==> config.mk <==
export PLATFORM = sky130hd
export DESIGN_NAME = sync_serial_port_spi
export DESIGN_NICKNAME = d
export VERILOG_FILES = /design/src/include/ssp_pkg.sv /design/src/rtl/sync_serial_port_spi.sv
export SDC_FILE = /design/constraint.sdc
export NUM_CORES = 1
export LEC_CHECK = 0
export BUFFER_PORTS_ARGS = -buffer_cell sky130_fd_sc_hd__buf_2
export CAP_MARGIN = 20
export CORE_AREA = 4 4 134 72
export DETAILED_ROUTE_END_ITERATION = 8
export DIE_AREA = 0 0 138 76
export PLACE_DENSITY = 0.67
export REMOVE_ABC_BUFFERS = 1
export SLEW_MARGIN = 20
export SYNTH_ARGS = -nofsm -noshare
export SYNTH_HDL_FRONTEND = slang
export SYNTH_SLANG_ARGS = --single-unit
==> constraint.sdc <==
create_clock -name clk_i -period 4.9 [get_ports clk_i]
set_input_delay 0.49 -clock clk_i [delete_from_list [all_inputs] [get_ports clk_i]]
set_output_delay 0.49 -clock clk_i [all_outputs]
set_load 0.01 [all_outputs]
==> src/include/ssp_pkg.sv <==
/*
 * Shared definitions for the synchronous serial port (SPI mode): register
 * offsets, field positions, reset values, mode codes, divider counts and
 * the carrier structs for the register port and the serial pins.
 * Assumes the system clock is the oscillator clock the divisors refer to.
 */
package ssp_pkg;

   // ---------------------------------------------------------------
   // Register map
   // ---------------------------------------------------------------
   localparam logic [7:0] FLAG_REG_ADDR = 8'h0C;
   localparam logic [7:0] DATA_BUF_ADDR = 8'h13;
   localparam logic [7:0] CONTROL_ADDR = 8'h14;
   localparam logic [7:0] STATUS_ADDR = 8'h94;
   localparam logic [7:0] CONTROL_RESET = 8'h00;
   localparam logic [7:0] STATUS_RESET = 8'h00;

   // Field positions
   localparam int CTL_WRITE_COLLISION_FLAG_BIT = 7;
   localparam int CTL_OV_BIT = 6;
   localparam int CTL_EN_BIT = 5;
   localparam int CTL_CKP_BIT = 4;
   localparam int STA_SMP_BIT = 7;
   localparam int STA_CKE_BIT = 6;
   localparam int STA_BF_BIT = 0;
   localparam int FLAG_PIF_BIT = 3;

   // ---------------------------------------------------------------
   // Mode codes
   // ---------------------------------------------------------------
   localparam logic [3:0] MODE_MST_DIV4 = 4'h0;
   localparam logic [3:0] MODE_MST_DIV16 = 4'h1;
   localparam logic [3:0] MODE_MST_DIV64 = 4'h2;
   localparam logic [3:0] MODE_MST_TIMER_TWO = 4'h3;
   localparam logic [3:0] MODE_SLV_SEL = 4'h4;
   localparam logic [3:0] MODE_SLV_NOSEL = 4'h5;

   // ---------------------------------------------------------------
   // Timing: half bit periods in system clocks, minus one
   // ---------------------------------------------------------------
   localparam int DIV4 = 4;
   localparam int DIV16 = 16;
   localparam int DIV64 = 64;
   localparam logic [4:0] HALF4_LIM = 5'(DIV4 / 2 - 1);
   localparam logic [4:0] HALF16_LIM = 5'(DIV16 / 2 - 1);
   localparam logic [4:0] HALF64_LIM = 5'(DIV64 / 2 - 1);
   localparam logic [4:0] LAST_EDGE = 5'h10;
   localparam logic [3:0] BITS_PER_BYTE = 4'h8;

   typedef enum logic [0:0] {
      ST_IDLE = 1'b0,
      ST_MASTER = 1'b1
   } xfer_state_t;

   typedef struct packed {
      logic wr;
      logic rd;
      logic [7:0] addr;
      logic [7:0] wdata;
   } bus_req_t;

   typedef struct packed {
      logic sck;
      logic sdi;
      logic ss_n;
   } spi_in_t;

   typedef struct packed {
      logic sck;
      logic sck_oe;
      logic sdo;
      logic sdo_oe;
   } spi_out_t;

endpackage

==> src/rtl/sync_serial_port_spi.sv <==
/*
 * Synchronous serial port, SPI mode: master at four bit rates or slave with
 * or without select control, byte shifting MSb first, receive buffer and
 * flags. Assumes a timer_two tick pulse from outside and an external pad
 * stage that resolves the enables into wire levels.
 */
// Design decision made here: the plain strobed port.
`timescale 1ns/1ps

// Contract
// RL1: Master samples input at end of output time when phase bit set, else middle.
// RL2: Software keeps the sample phase bit clear in slave mode.
// RL3: Edge bit with polarity picks which clock edge changes output data.
// RL4: Polarity bit sets serial clock idle level, high when set.
// RL5: Port enable hands the four pins to the port; clear returns them. Code claims select only in master and select-slave modes.
// RL6: Codes 0000-0011 pick master at clock/4, /16, /64 or timer two/2.
// RL7: Code 0100 is slave with select; 0101 slave with select pin free.
// RL8: Reserved and I2C codes leave the port idle here.
// RL9: Each transfer shifts one byte out and one in, MSb first.
// RL10: Completed byte goes to buffer, then buffer-full and interrupt flags set.
// RL11: Buffer write during a transfer is dropped and sets collision flag.
// RL12: Any buffer read clears buffer-full.
// RL13: Slave byte arriving while buffer full sets overflow and is discarded.
// RL14: Software reads the buffer after every byte to avoid overflow.
// RL15: Shift register reachable only through the buffer address.
// RL16: Software should read the buffer before writing the next byte.
// RL17: Master transfer starts as soon as the buffer is written.
// RL18: Data shifts on the programmed edge and is latched on the opposite one; a master with the phase bit set latches on the shifting edge.
// RL19: Slave with select drives data-out only while select is low.
// RL20: Slave clock and select are synchronised before edge detection.
module sync_serial_port_spi
   import ssp_pkg::*;
(
   // Clock and reset
   input wire logic clk_i,
   input wire logic reset_n_i,
   // Register port
   input wire bus_req_t bus_i,
   output logic [7:0] rdata_o,
   // Timer two tick
   input wire logic timer_two_tick_i,
   // Serial pins
   input wire spi_in_t spi_i,
   output spi_out_t spi_o,
   output logic [3:0] pins_claimed_o,
   // Interrupt flag level
   output logic port_interrupt_flag_o
);

   typedef struct packed {
      logic [7:0] control;
      logic input_sample_phase;
      logic cke;
      logic bf;
      logic pif;
      logic [7:0] data_buffer;
      logic [7:0] tx_shift;
      logic [7:0] rx_shift;
      logic dout;
      logic sck;
      xfer_state_t st;
      logic [4:0] edge_cnt;
      logic [4:0] div_cnt;
      logic [3:0] bit_cnt;
      logic [2:0] sck_s;
      logic [2:0] ss_s;
      logic [1:0] sdi_s;
      logic [7:0] rdata;
   } state_t;

   state_t state_r;
   state_t state_nxt;
   logic [1:0] rst_sync_r;
   logic rst_n;

   // ----------------------------------------------------------------
   // Reset release
   // ----------------------------------------------------------------
   always_ff @(posedge clk_i or negedge reset_n_i) begin
      if (!reset_n_i) begin
         rst_sync_r <= 2'h0;
      end else begin
         rst_sync_r <= {rst_sync_r[0], 1'b1};
      end
   end
   assign rst_n = rst_sync_r[1];

   // ----------------------------------------------------------------
   // Next state
   // ----------------------------------------------------------------
   logic en;
   logic clock_polarity;
   logic is_master;
   logic is_slave;
   logic sel_ctl;
   logic busy;
   logic half_tick;
   logic lead_edge;
   logic sample_now;
   logic late_skip;
   logic out_now;
   logic done;
   logic buf_wr;
   logic buf_rd;
   logic slv_edge;
   logic slv_lead;
   logic slv_sel;
   logic [3:0] mode;
   logic [4:0] half_lim;
   logic [7:0] rx_next;

   always_comb begin
      state_nxt = state_r;
      en = state_r.control[CTL_EN_BIT];
      clock_polarity = state_r.control[CTL_CKP_BIT];
      mode = state_r.control[3:0];
      is_master = en && (mode <= MODE_MST_TIMER_TWO); // [RL6]
      is_slave = en && (mode == MODE_SLV_SEL || mode == MODE_SLV_NOSEL); // [RL7] [RL8]
      sel_ctl = (mode == MODE_SLV_SEL);
      half_lim = HALF4_LIM;
      half_tick = 1'b0;
      lead_edge = 1'b0;
      sample_now = 1'b0;
      out_now = 1'b0;
      done = 1'b0;
      late_skip = 1'b0;
      rx_next = state_r.rx_shift;
      buf_wr = bus_i.wr && (bus_i.addr == DATA_BUF_ADDR); // [RL15]
      buf_rd = bus_i.rd && (bus_i.addr == DATA_BUF_ADDR);

      // Slave inputs: sdi is delayed alongside the clock to keep them aligned
      state_nxt.sck_s = {state_r.sck_s[1:0], spi_i.sck}; // [RL20]
      state_nxt.ss_s = {state_r.ss_s[1:0], spi_i.ss_n}; // [RL20]
      state_nxt.sdi_s = {state_r.sdi_s[0], spi_i.sdi};
      slv_edge = state_r.sck_s[1] != state_r.sck_s[2];
      slv_lead = slv_edge && (state_r.sck_s[1] != clock_polarity);
      slv_sel = !sel_ctl || !state_r.ss_s[1];

      busy = (state_r.st == ST_MASTER) || (is_slave && state_r.bit_cnt != 4'h0);

      // ------------------------------------------------------------
      // Register reads, data one cycle later
      // ------------------------------------------------------------
      state_nxt.rdata = 8'h00;
      if (bus_i.rd) begin
         if (bus_i.addr == DATA_BUF_ADDR) begin
            state_nxt.rdata = state_r.data_buffer;
         end else if (bus_i.addr == CONTROL_ADDR) begin
            state_nxt.rdata = state_r.control;
         end else if (bus_i.addr == STATUS_ADDR) begin
            state_nxt.rdata = {state_r.input_sample_phase, state_r.cke, 5'h00, state_r.bf};
         end else if (bus_i.addr == FLAG_REG_ADDR) begin
            state_nxt.rdata = {4'h0, state_r.pif, 3'h0};
         end
      end
      if (buf_rd) begin
         state_nxt.bf = 1'b0; // [RL12]
      end

      // ------------------------------------------------------------
      // Register writes; hardware sets below take priority
      // ------------------------------------------------------------
      if (bus_i.wr) begin
         if (bus_i.addr == CONTROL_ADDR) begin
            state_nxt.control = bus_i.wdata;
         end else if (bus_i.addr == STATUS_ADDR) begin
            state_nxt.input_sample_phase = bus_i.wdata[STA_SMP_BIT];
            state_nxt.cke = bus_i.wdata[STA_CKE_BIT];
         end else if (bus_i.addr == FLAG_REG_ADDR) begin
            state_nxt.pif = bus_i.wdata[FLAG_PIF_BIT];
         end
      end
      if (buf_wr) begin
         if (busy) begin
            state_nxt.control[CTL_WRITE_COLLISION_FLAG_BIT] = 1'b1; // [RL11]
         end else begin
            // Edge bit clear: first bit must stand before the first edge
            state_nxt.tx_shift = state_r.cke ? bus_i.wdata : {bus_i.wdata[6:0], 1'b0};
            state_nxt.dout = state_r.cke ? state_r.dout : bus_i.wdata[7];
            state_nxt.bit_cnt = 4'h0;
            if (is_master) begin
               state_nxt.st = ST_MASTER; // [RL17]
               state_nxt.edge_cnt = 5'h00;
               state_nxt.div_cnt = 5'h00;
               state_nxt.rx_shift = 8'h00;
            end
         end
      end

      // ------------------------------------------------------------
      // Master engine
      // ------------------------------------------------------------
      if (mode == MODE_MST_DIV16) begin
         half_lim = HALF16_LIM;
      end else if (mode == MODE_MST_DIV64) begin
         half_lim = HALF64_LIM;
      end
      if (state_r.st == ST_MASTER) begin
         if (mode == MODE_MST_TIMER_TWO) begin
            half_tick = timer_two_tick_i; // [RL6]
         end else if (state_r.div_cnt == half_lim) begin
            half_tick = 1'b1;
            state_nxt.div_cnt = 5'h00;
         end else begin
            state_nxt.div_cnt = state_r.div_cnt + 5'h01;
         end
         if (half_tick) begin
            // Even edges lead, odd edges trail; output on leading when edge bit set
            lead_edge = !state_r.edge_cnt[0];
            // Edge bit set: the first leading edge already carries the top bit
            out_now = (lead_edge == state_r.cke) && (state_r.edge_cnt < 5'h0F); // [RL3] [RL18]
            // Sample mid-bit, or one half period later at the end of the bit.
            // Edge bit set: no bit stands before edge 0, so the late sample
            // starts on edge 2 and the eighth one lands on the closing edge
            late_skip = state_r.cke && state_r.input_sample_phase && (state_r.edge_cnt == 5'h00);
            sample_now = (state_r.edge_cnt[0] == (state_r.cke ^ state_r.input_sample_phase))
                         && (state_r.bit_cnt < BITS_PER_BYTE) && !late_skip; // [RL1] [RL18]
            if (state_r.edge_cnt < LAST_EDGE) begin
               state_nxt.sck = !state_r.sck;
            end
            if (state_r.edge_cnt == LAST_EDGE) begin
               done = 1'b1;
               state_nxt.st = ST_IDLE;
               state_nxt.sck = clock_polarity;
            end else begin
               state_nxt.edge_cnt = state_r.edge_cnt + 5'h01;
            end
         end
      end else begin
         state_nxt.sck = clock_polarity; // [RL4]
      end

      // ------------------------------------------------------------
      // Slave engine
      // ------------------------------------------------------------
      if (is_slave) begin
         if (!slv_sel) begin
            // Select high aborts the byte in progress
            state_nxt.bit_cnt = 4'h0; // [RL19]
         end else if (slv_edge) begin
            out_now = (slv_lead == state_r.cke) && (state_r.bit_cnt != 4'h0 || state_r.cke); // [RL3] [RL18]
            sample_now = (slv_lead != state_r.cke); // [RL18]
         end
      end

      // ------------------------------------------------------------
      // Shifting and completion
      // ------------------------------------------------------------
      if (out_now) begin
         state_nxt.dout = state_r.tx_shift[7]; // [RL9]
         state_nxt.tx_shift = {state_r.tx_shift[6:0], 1'b0};
      end
      if (sample_now) begin
         rx_next = {state_r.rx_shift[6:0], is_slave ? state_r.sdi_s[1] : spi_i.sdi}; // [RL9]
         state_nxt.rx_shift = rx_next;
         state_nxt.bit_cnt = state_r.bit_cnt + 4'h1;
         if (is_slave && state_r.bit_cnt == BITS_PER_BYTE - 4'h1) begin
            done = 1'b1;
            state_nxt.bit_cnt = 4'h0;
         end
      end
      if (done) begin
         if (is_slave && state_r.bf && !buf_rd) begin
            state_nxt.control[CTL_OV_BIT] = 1'b1; // [RL13]
         end else begin
            state_nxt.data_buffer = rx_next; // [RL10]
            state_nxt.bf = 1'b1; // [RL10]
            state_nxt.pif = 1'b1; // [RL10]
         end
         state_nxt.bit_cnt = 4'h0;
      end

      // Disable or a non-SPI code parks the engine
      if (!is_master && !is_slave) begin
         state_nxt.st = ST_IDLE;
         state_nxt.bit_cnt = 4'h0;
      end
   end

   // ----------------------------------------------------------------
   // State register
   // ----------------------------------------------------------------
   always_ff @(posedge clk_i or negedge rst_n) begin
      if (!rst_n) begin
         state_r <= '0;
         state_r.control <= CONTROL_RESET;
      end else begin
         state_r <= state_nxt;
      end
   end

   // ----------------------------------------------------------------
   // Outputs
   // ----------------------------------------------------------------
   assign rdata_o = state_r.rdata;
   assign port_interrupt_flag_o = state_r.pif;
   assign spi_o.sck = state_r.sck;
   assign spi_o.sck_oe = is_master; // [RL5]
   assign spi_o.sdo = state_r.dout;
   // Release follows the select pin after the two-flop synchroniser delay
   assign spi_o.sdo_oe = is_master || (is_slave && (!sel_ctl || !state_r.ss_s[1])); // [RL19]
   // Order: sck, sdo, sdi, select
   assign pins_claimed_o = {en, en, en, en && (is_master || sel_ctl)}; // [RL5]

endmodule // sync_serial_port_spi

==> impl_metrics.py, run 1 <==
metrics = {
    "status": {
        "status": "completed",
    },
    "timing": {
        "hold_viol": 0,
        "maxSlewViolCount": 0,
        "tightest_slew_ns": 0.858,
        "rsz0062_at_grt": "false",
        "setup_viol": 0,
        "maxSlewHeadroom_pct": 42.8,
        "fmax_ghz": 0.321,
        "final.min_clock_period_ns": 3.12,
        "fin_crit_sh_pct": 63.6,
        "clock_skew_ns": 0.00577,
        "tns_ns": 0,
    },
    "worst_setup_path": {
        "reg2regPathDepth": 7,
        "cp.arrival_ns": 3.36,
        "end_kind": "register",
        "cp-start-kind": "register",
        "critPathKind": "reg2reg",
        "critPathMaxFanout": 15,
        "regToRegSetupSlack_ns": 1.78,
        "r2r_start": "state_r[59]",
        "r2r-end": "state_r[19]",
        "crit_required_ns": 5.14,
    },
    "floorplan": {
        "start_util_pct": 44.0,
        "die_h_um": 76,
        "dieArea_um2": 10500,
        "ioPinCount": 41,
        "core_um2": 8470,
        "die_w_um": 138,
        "fp-row-count": 24,
    },
    "global_route": {
        "grt_pass1_vias": 2752,
        "grt_overflow_total": 0,
        "grt_max_degree": 69,
        "grt_usage_pct": 18.7,
        "antenna_found_initial": 0,
        "grt_pass1_wl_um": 15400,
    },
    "logic_synthesis": {
        "synth_edf_count": 0,
        "ys_seq_area_share_pct": 47.0,
        "avgSynthCellArea_um2": 10.3,
        "ys_types": 62,
        "synth_area_um2": 3720,
        "yosysTopAreaCell": "dfrtp_1",
        "synthArstFlopShare_pct": 100,
        "synth_top_cell_area_share_pct": 47.0,
        "ys_top_cells_by_area": "dfrtp_1 47%, mux2i_1 7.0%, mux2_2 5.7%",
        "synth_flop_cell": "dfrtp_1",
        "synth-warning-count": 0,
        "ys_ff_latch": 70,
        "synthCells": 360,
    },
    "power": {
        "p_leak_nw": 2.08,
        "ir_drop_mv": 0.148,
        "power_density_nw_per_um2": 302,
    },
    "detailed_routing": {
        "first_pass_iters": 8,
        "wl_per_cell_um": 18.4,
        "ant_nets": 0,
        "initialDrtViolationCount": 285,
        "via_per_inst": 5.52,
        "routed_wl_um": 9440,
        "num_vias": 2834,
        "remaining_drc_errors": 0,
    },
    "clock_network": {
        "cts_resized": 0,
        "clock_path_buffers": 2,
        "post_cts_buffers": 0,
        "cts_buffers": 9,
        "clk_latency_ns": 0.34,
        "clk_pin_slew_ns": 0.05,
        "cts_root_buf": "clkbuf_16",
        "cts_num_sinks": 70,
        "cts_tree": "yes",
        "cts_htree_levels": 3,
    },
    "final_layout": {
        "area_growth_pct": 13.6,
        "finalNetCount": 421,
        "multiInputGateArea_um2": 1760,
        "layout_commonest_cell": "dfrtp_1",
        "antenna_cells": 0,
        "utilization_pct": 50.0,
        "final_cell_mix": "69 x dfrtp_1, 40 x buf_2, 32 x nand2_1",
        "layout-drive-gt1-share_pct": 23.0,
        "stdcell_count": 513,
        "fillers": 775,
        "final-seq-area_um2": 1750,
    },
    "worst_hold_path": {
        "hold_start": "spi_i[2]",
        "min_to": "state_nxt[14]",
        "whs_path_depth": 1,
        "min_path_type": "in2reg",
    },
    "placed_design": {
        "dp.cells": 496,
        "io_buffer_count": 40,
        "gp_congestion": 0.915,
        "dp_hpwl_um": 7050,
    },
    "job": {
        "cap_violations": 0,
    },
}
## synthesized netlist by cell type, types with 2 or more instances
cell type  instances
clkbuf_1           9
inv_1             17
a21o_1             3
a222oi_1           4
buf_4             14
o21ai_0           19
nor2b_1           12
nor2_1            23
a211oi_1           3
a22oi_1            4
o31ai_1            3
a22o_1             2
nor3b_1            6
a21oi_1            9
dfrtp_1           70
a31oi_1            3
a21boi_0           2
mux2_2            19
nand2b_1           2
and3_1             6
xnor2_1            2
o31a_1             2
nor3_1             5
nand3_1           15
or3b_2             2
mux2i_1           26
ha_1               6
and3b_1            2
nand2_1           32
and2_1             4
xor2_1             3
## report_power, final
group | internal [W] | leakage (nW) | switching [W] | total (W)
clock network | 0.000354 | 0.132 | 0.000240 | 0.000594
registers | 0.000592 | 0.887 | 0.0000175 | 0.000609
logic | 0.0000346 | 1.06 | 0.0000424 | 0.0000770
## what timing repair did
| action | CTS | global route |
|---|---|---|
| hold buffers | 1 | 0 |
| setup endpoints to repair | 0 | 0 |
| hold endpoints to repair | 2 | 0 |
## layout make-up
cell class,instances,share of cell area [%]
multi-input combinational,248,41.6
tap,117,3.46
inverter,17,1.51
sequential,70,41.4
timing repair buffer,45,5.68
clock buffer,12,5.82
clock inverter,4,0.532
## metal layers
metal  vias to the layer above  global-route usage [%]  share of wire (%)
met2                       123                    23.2                 39
li1                       1333                       -                  -
met3                        11                    6.39                7.6
met5                         -                       0                  0
met1                      1367                    29.7                 53
met4                         0                    5.92               0.98
## worst max path at each step
stage,slack [ns],endpoint,depth (start not counted),start
finish,1.78,state_r[19],7,state_r[59]
floorplan,1.38,spi_o[1],6,bus_i[15]
global placement,1.93,spi_o[1],8,bus_i[15]
detailed placement,1.82,state_r[19],7,state_r[59]
CTS,1.83,state_r[19],7,state_r[59]
global route,1.67,state_r[19],7,state_r[59]
## cell families after synthesis
kind of cell               count (synthesis)  synth area share [%]
and+or+nand+nor                          123                  17.9
DFF                                       70                  47.0
AOI/OAI and AO/OA                         66                  12.2
muxes                                     46                  13.1
buffers and inverters                     42                  5.88
adders and majority gates                  6                  2.02
xor gates and xnor gates                   6                  1.81
other                                      1                 0.101
## through the flow
stage | area, um^2 | worst slack [ns] | hold WS (ns) | total power, W
after floorplan | 3570 | 1.38 | 0.194 | 0.000660
after detailed placement | 3950 | 1.82 | 0.279 | 0.000696
after global routing | 4230 | 1.67 | 0.256 | 0.00133
after global placement | 3950 | 1.93 | 0.275 | 0.000693
final | 4230 | 1.78 | 0.261 | 0.00128
after CTS | 4230 | 1.83 | 0.251 | 0.00129
## flip-flops by register name (all words and copies together), names as in the netlist
register               cells
pins_claimed_o             1
state_r                   46
spi_o                      2
rdata_o                    8
state_nxt                  5
clock_polarity             1
mode                       4
rst_sync_r                 2
port_interrupt_flag_o      1
## worst max-delay path, cell delays in order (launching register included)
cell and delay, ns:
dfrtp_1 0.78, ha_1 0.35, xor2_1 0.16, a311o_1 0.35
o31a_1 0.27, a31oi_2 0.46, mux2_2 0.41, a211oi_1 0.23
(Power assumes the default switching activity.)
==> run 2, diff against run 1 <==
==> constraint.sdc (replaced) <==
create_clock -name clk_i -period 3.1 [get_ports clk_i]
set_input_delay 0.31 -clock clk_i [delete_from_list [all_inputs] [get_ports clk_i]]
set_output_delay 0.31 -clock clk_i [all_outputs]
set_load 0.01 [all_outputs]
==> run 2 against run 1 <==
Net effect: sequential share of layout area decreased by 1.0 points; fmax increased by 14%; sequential power increased by 58%; core utilization increased by 1.3 points; via count increased by 1.8%; wire length increased by 0.39%; clock power increased by 84%; count of clock-buffer cells in the layout unchanged; register-to-register slack got worse by 1.4 ns; total power increased by 71%; first-iteration DRC count increased by 6.0%; critical path depth decreased by 1; critical path type unchanged; critical endpoint is now spi_o[1]; largest cell class unchanged; highest routed layer unchanged.
==> impl_metrics.py, run 2 (synthesized netlist as in run 1, its figures left out) <==
metrics = {
    "worst_setup_path": {
        "critPathMaxFanout": 13,
        "cp-start-kind": "register",
        "cp.arrival_ns": 2.95,
        "crit_required_ns": 3.31,
        "critPathKind": "reg2reg",
        "end_kind": "register",
    },
    "final_layout": {
        "regMostFlops": "state_r",
        "antenna_cells": 0,
        "layout-drive-gt1-share_pct": 24.5,
        "final_area_um2": 4340,
        "final_cell_mix": "69 x dfrtp_1, 40 x buf_2, 32 x nand2_1",
        "largest_reg_flops": 46,
        "layout_commonest_cell": "dfrtp_1",
        "utilization_pct": 51.3,
        "finalNetCount": 429,
        "area_growth_pct": 16.5,
        "fillers": 767,
    },
    "timing": {
        "setup_viol": 0,
        "layout_setup_ws_ns": 0.360,
        "fmax_ghz": 0.365,
        "hold_viol": 0,
        "final.min_clock_period_ns": 2.74,
        "clock_skew_ns": 0.00608,
        "tns_ns": 0,
        "maxSlewViolCount": 0,
        "fin_crit_sh_pct": 88.4,
        "rsz0062_at_grt": "false",
        "tightest_slew_ns": 0.710,
        "maxSlewHeadroom_pct": 52.3,
    },
    "global_route": {
        "grt_overflow_total": 0,
        "antenna_found_initial": 0,
        "grt_pass1_wl_um": 15200,
        "grt_pass1_vias": 2755,
        "grt_usage_pct": 18.5,
        "grt_max_degree": 28,
    },
    "clock_network": {
        "cts_buffers": 9,
        "cts_tree": "yes",
        "clk_latency_ns": 0.33,
        "cts_htree_levels": 3,
        "cts_num_sinks": 70,
        "clk_pin_slew_ns": 0.05,
        "cts_root_buf": "clkbuf_16",
        "clock_path_buffers": 2,
        "post_cts_buffers": 0,
    },
    "power": {
        "p_leak_nw": 2.14,
        "ir_drop_mv": 0.324,
        "power_density_nw_per_um2": 503,
        "power_w": 0.00218,
    },
    "placed_design": {
        "place_ws_ns": 0.397,
        "gp_congestion": 0.903,
        "io_buffer_count": 40,
        "placed_area_um2": 4010,
        "dp_hpwl_um": 7170,
    },
    "floorplan": {
        "fp-row-count": 24,
        "die_h_um": 76,
        "ioPinCount": 41,
        "dieArea_um2": 10500,
        "die_w_um": 138,
        "start_util_pct": 44.0,
        "core_um2": 8470,
    },
    "worst_hold_path": {
        "min_path_type": "in2reg",
    },
    "status": {
        "status": "completed",
    },
    "detailed_routing": {
        "wl_per_cell_um": 18.2,
        "ant_nets": 0,
        "num_vias": 2884,
        "remaining_drc_errors": 0,
        "initialDrtViolationCount": 302,
        "via_per_inst": 5.54,
        "first_pass_iters": 5,
        "routed_wl_um": 9470,
    },
    "job": {
        "cap_violations": 0,
    },
}
==> run 2: cell count changes in the layout (fill, tap and decap cells not counted), sizes merged <==
cell	delta
buf	+8
bufinv	+2
clkinv	-1
clkinvlp	-1
==> run 2: worst max-delay path, cell delays in order, from the launching register on <==
cell     delay, ns
dfrtp_1       0.52
nor4b_1       0.43
mux2i_1       0.16
or4_4         0.56
nand2_1       0.10
a22o_1        0.45
mux2_2        0.40
==> run 2: power breakdown <==
| part | switching [W] | leakage [nW] | internal, W | total [W] |
|---|---|---|---|---|
| sequential | 0.0000288 | 0.887 | 0.000936 | 0.000965 |
| clock | 0.000367 | 0.157 | 0.000723 | 0.00109 |
| combinational | 0.0000714 | 1.10 | 0.0000577 | 0.000129 |
| total | 0.000467 | 2.14 | 0.00172 | 0.00218 |
==> run 2: timing repair <==
action,in CTS,in global routing
endpoints found under the setup margin,0,0
gates resized for setup,0,0
hold buffers,1,0
endpoints found under the hold margin,2,0
==> run 2: metrics by stage <==
step	hold WS (ns)	instances
after CTS	0.0705	521
final	0.0853	521
after global placement	0.0954	504
after detailed placement	0.0974	504
after global routing	0.0784	521
after floorplan	0.0144	335
==> run 2: worst paths after layout <==
path                                     from            end  slack [ns]  cells past startpoint
worst max-delay path                  mode[0]       spi_o[1]        0.36                      6
worst min-delay path                 spi_i[2]  state_nxt[14]        0.09                      1
worst max register to register        mode[0]       spi_o[1]        0.36                      6
worst min register to register  rst_sync_r[1]    state_r[25]        0.24                      0
max in group asynchronous       rst_sync_r[1]     rdata_o[7]        2.10                      1
min in group asynchronous       rst_sync_r[1]    state_r[25]        0.24                      0
==> run 2: layer usage <==
layer  wire, um  vias to the layer above  part of all wire [%]  global-route usage, %
met4        103                        0                   1.1                   4.83
met5          0                        -                     0                      0
met2       3650                      131                    39                   23.3
li1           -                     1343                     -                      -
met1       4840                     1399                    51                   28.8
met3        882                       11                   9.3                   6.96
==> run 2: cell type report <==
type                    instances  area (um^2)  share of cell area, %
clock buffers                  12          246                   5.68
clock inverters                 4         70.1                   1.61
inverters                      17         63.8                   1.47
multi-input cells             248         1760                   40.6
flip-flops and latches         70         1750                   40.4
well taps                     117          146                   3.37
repair buffers                 53          300                   6.92
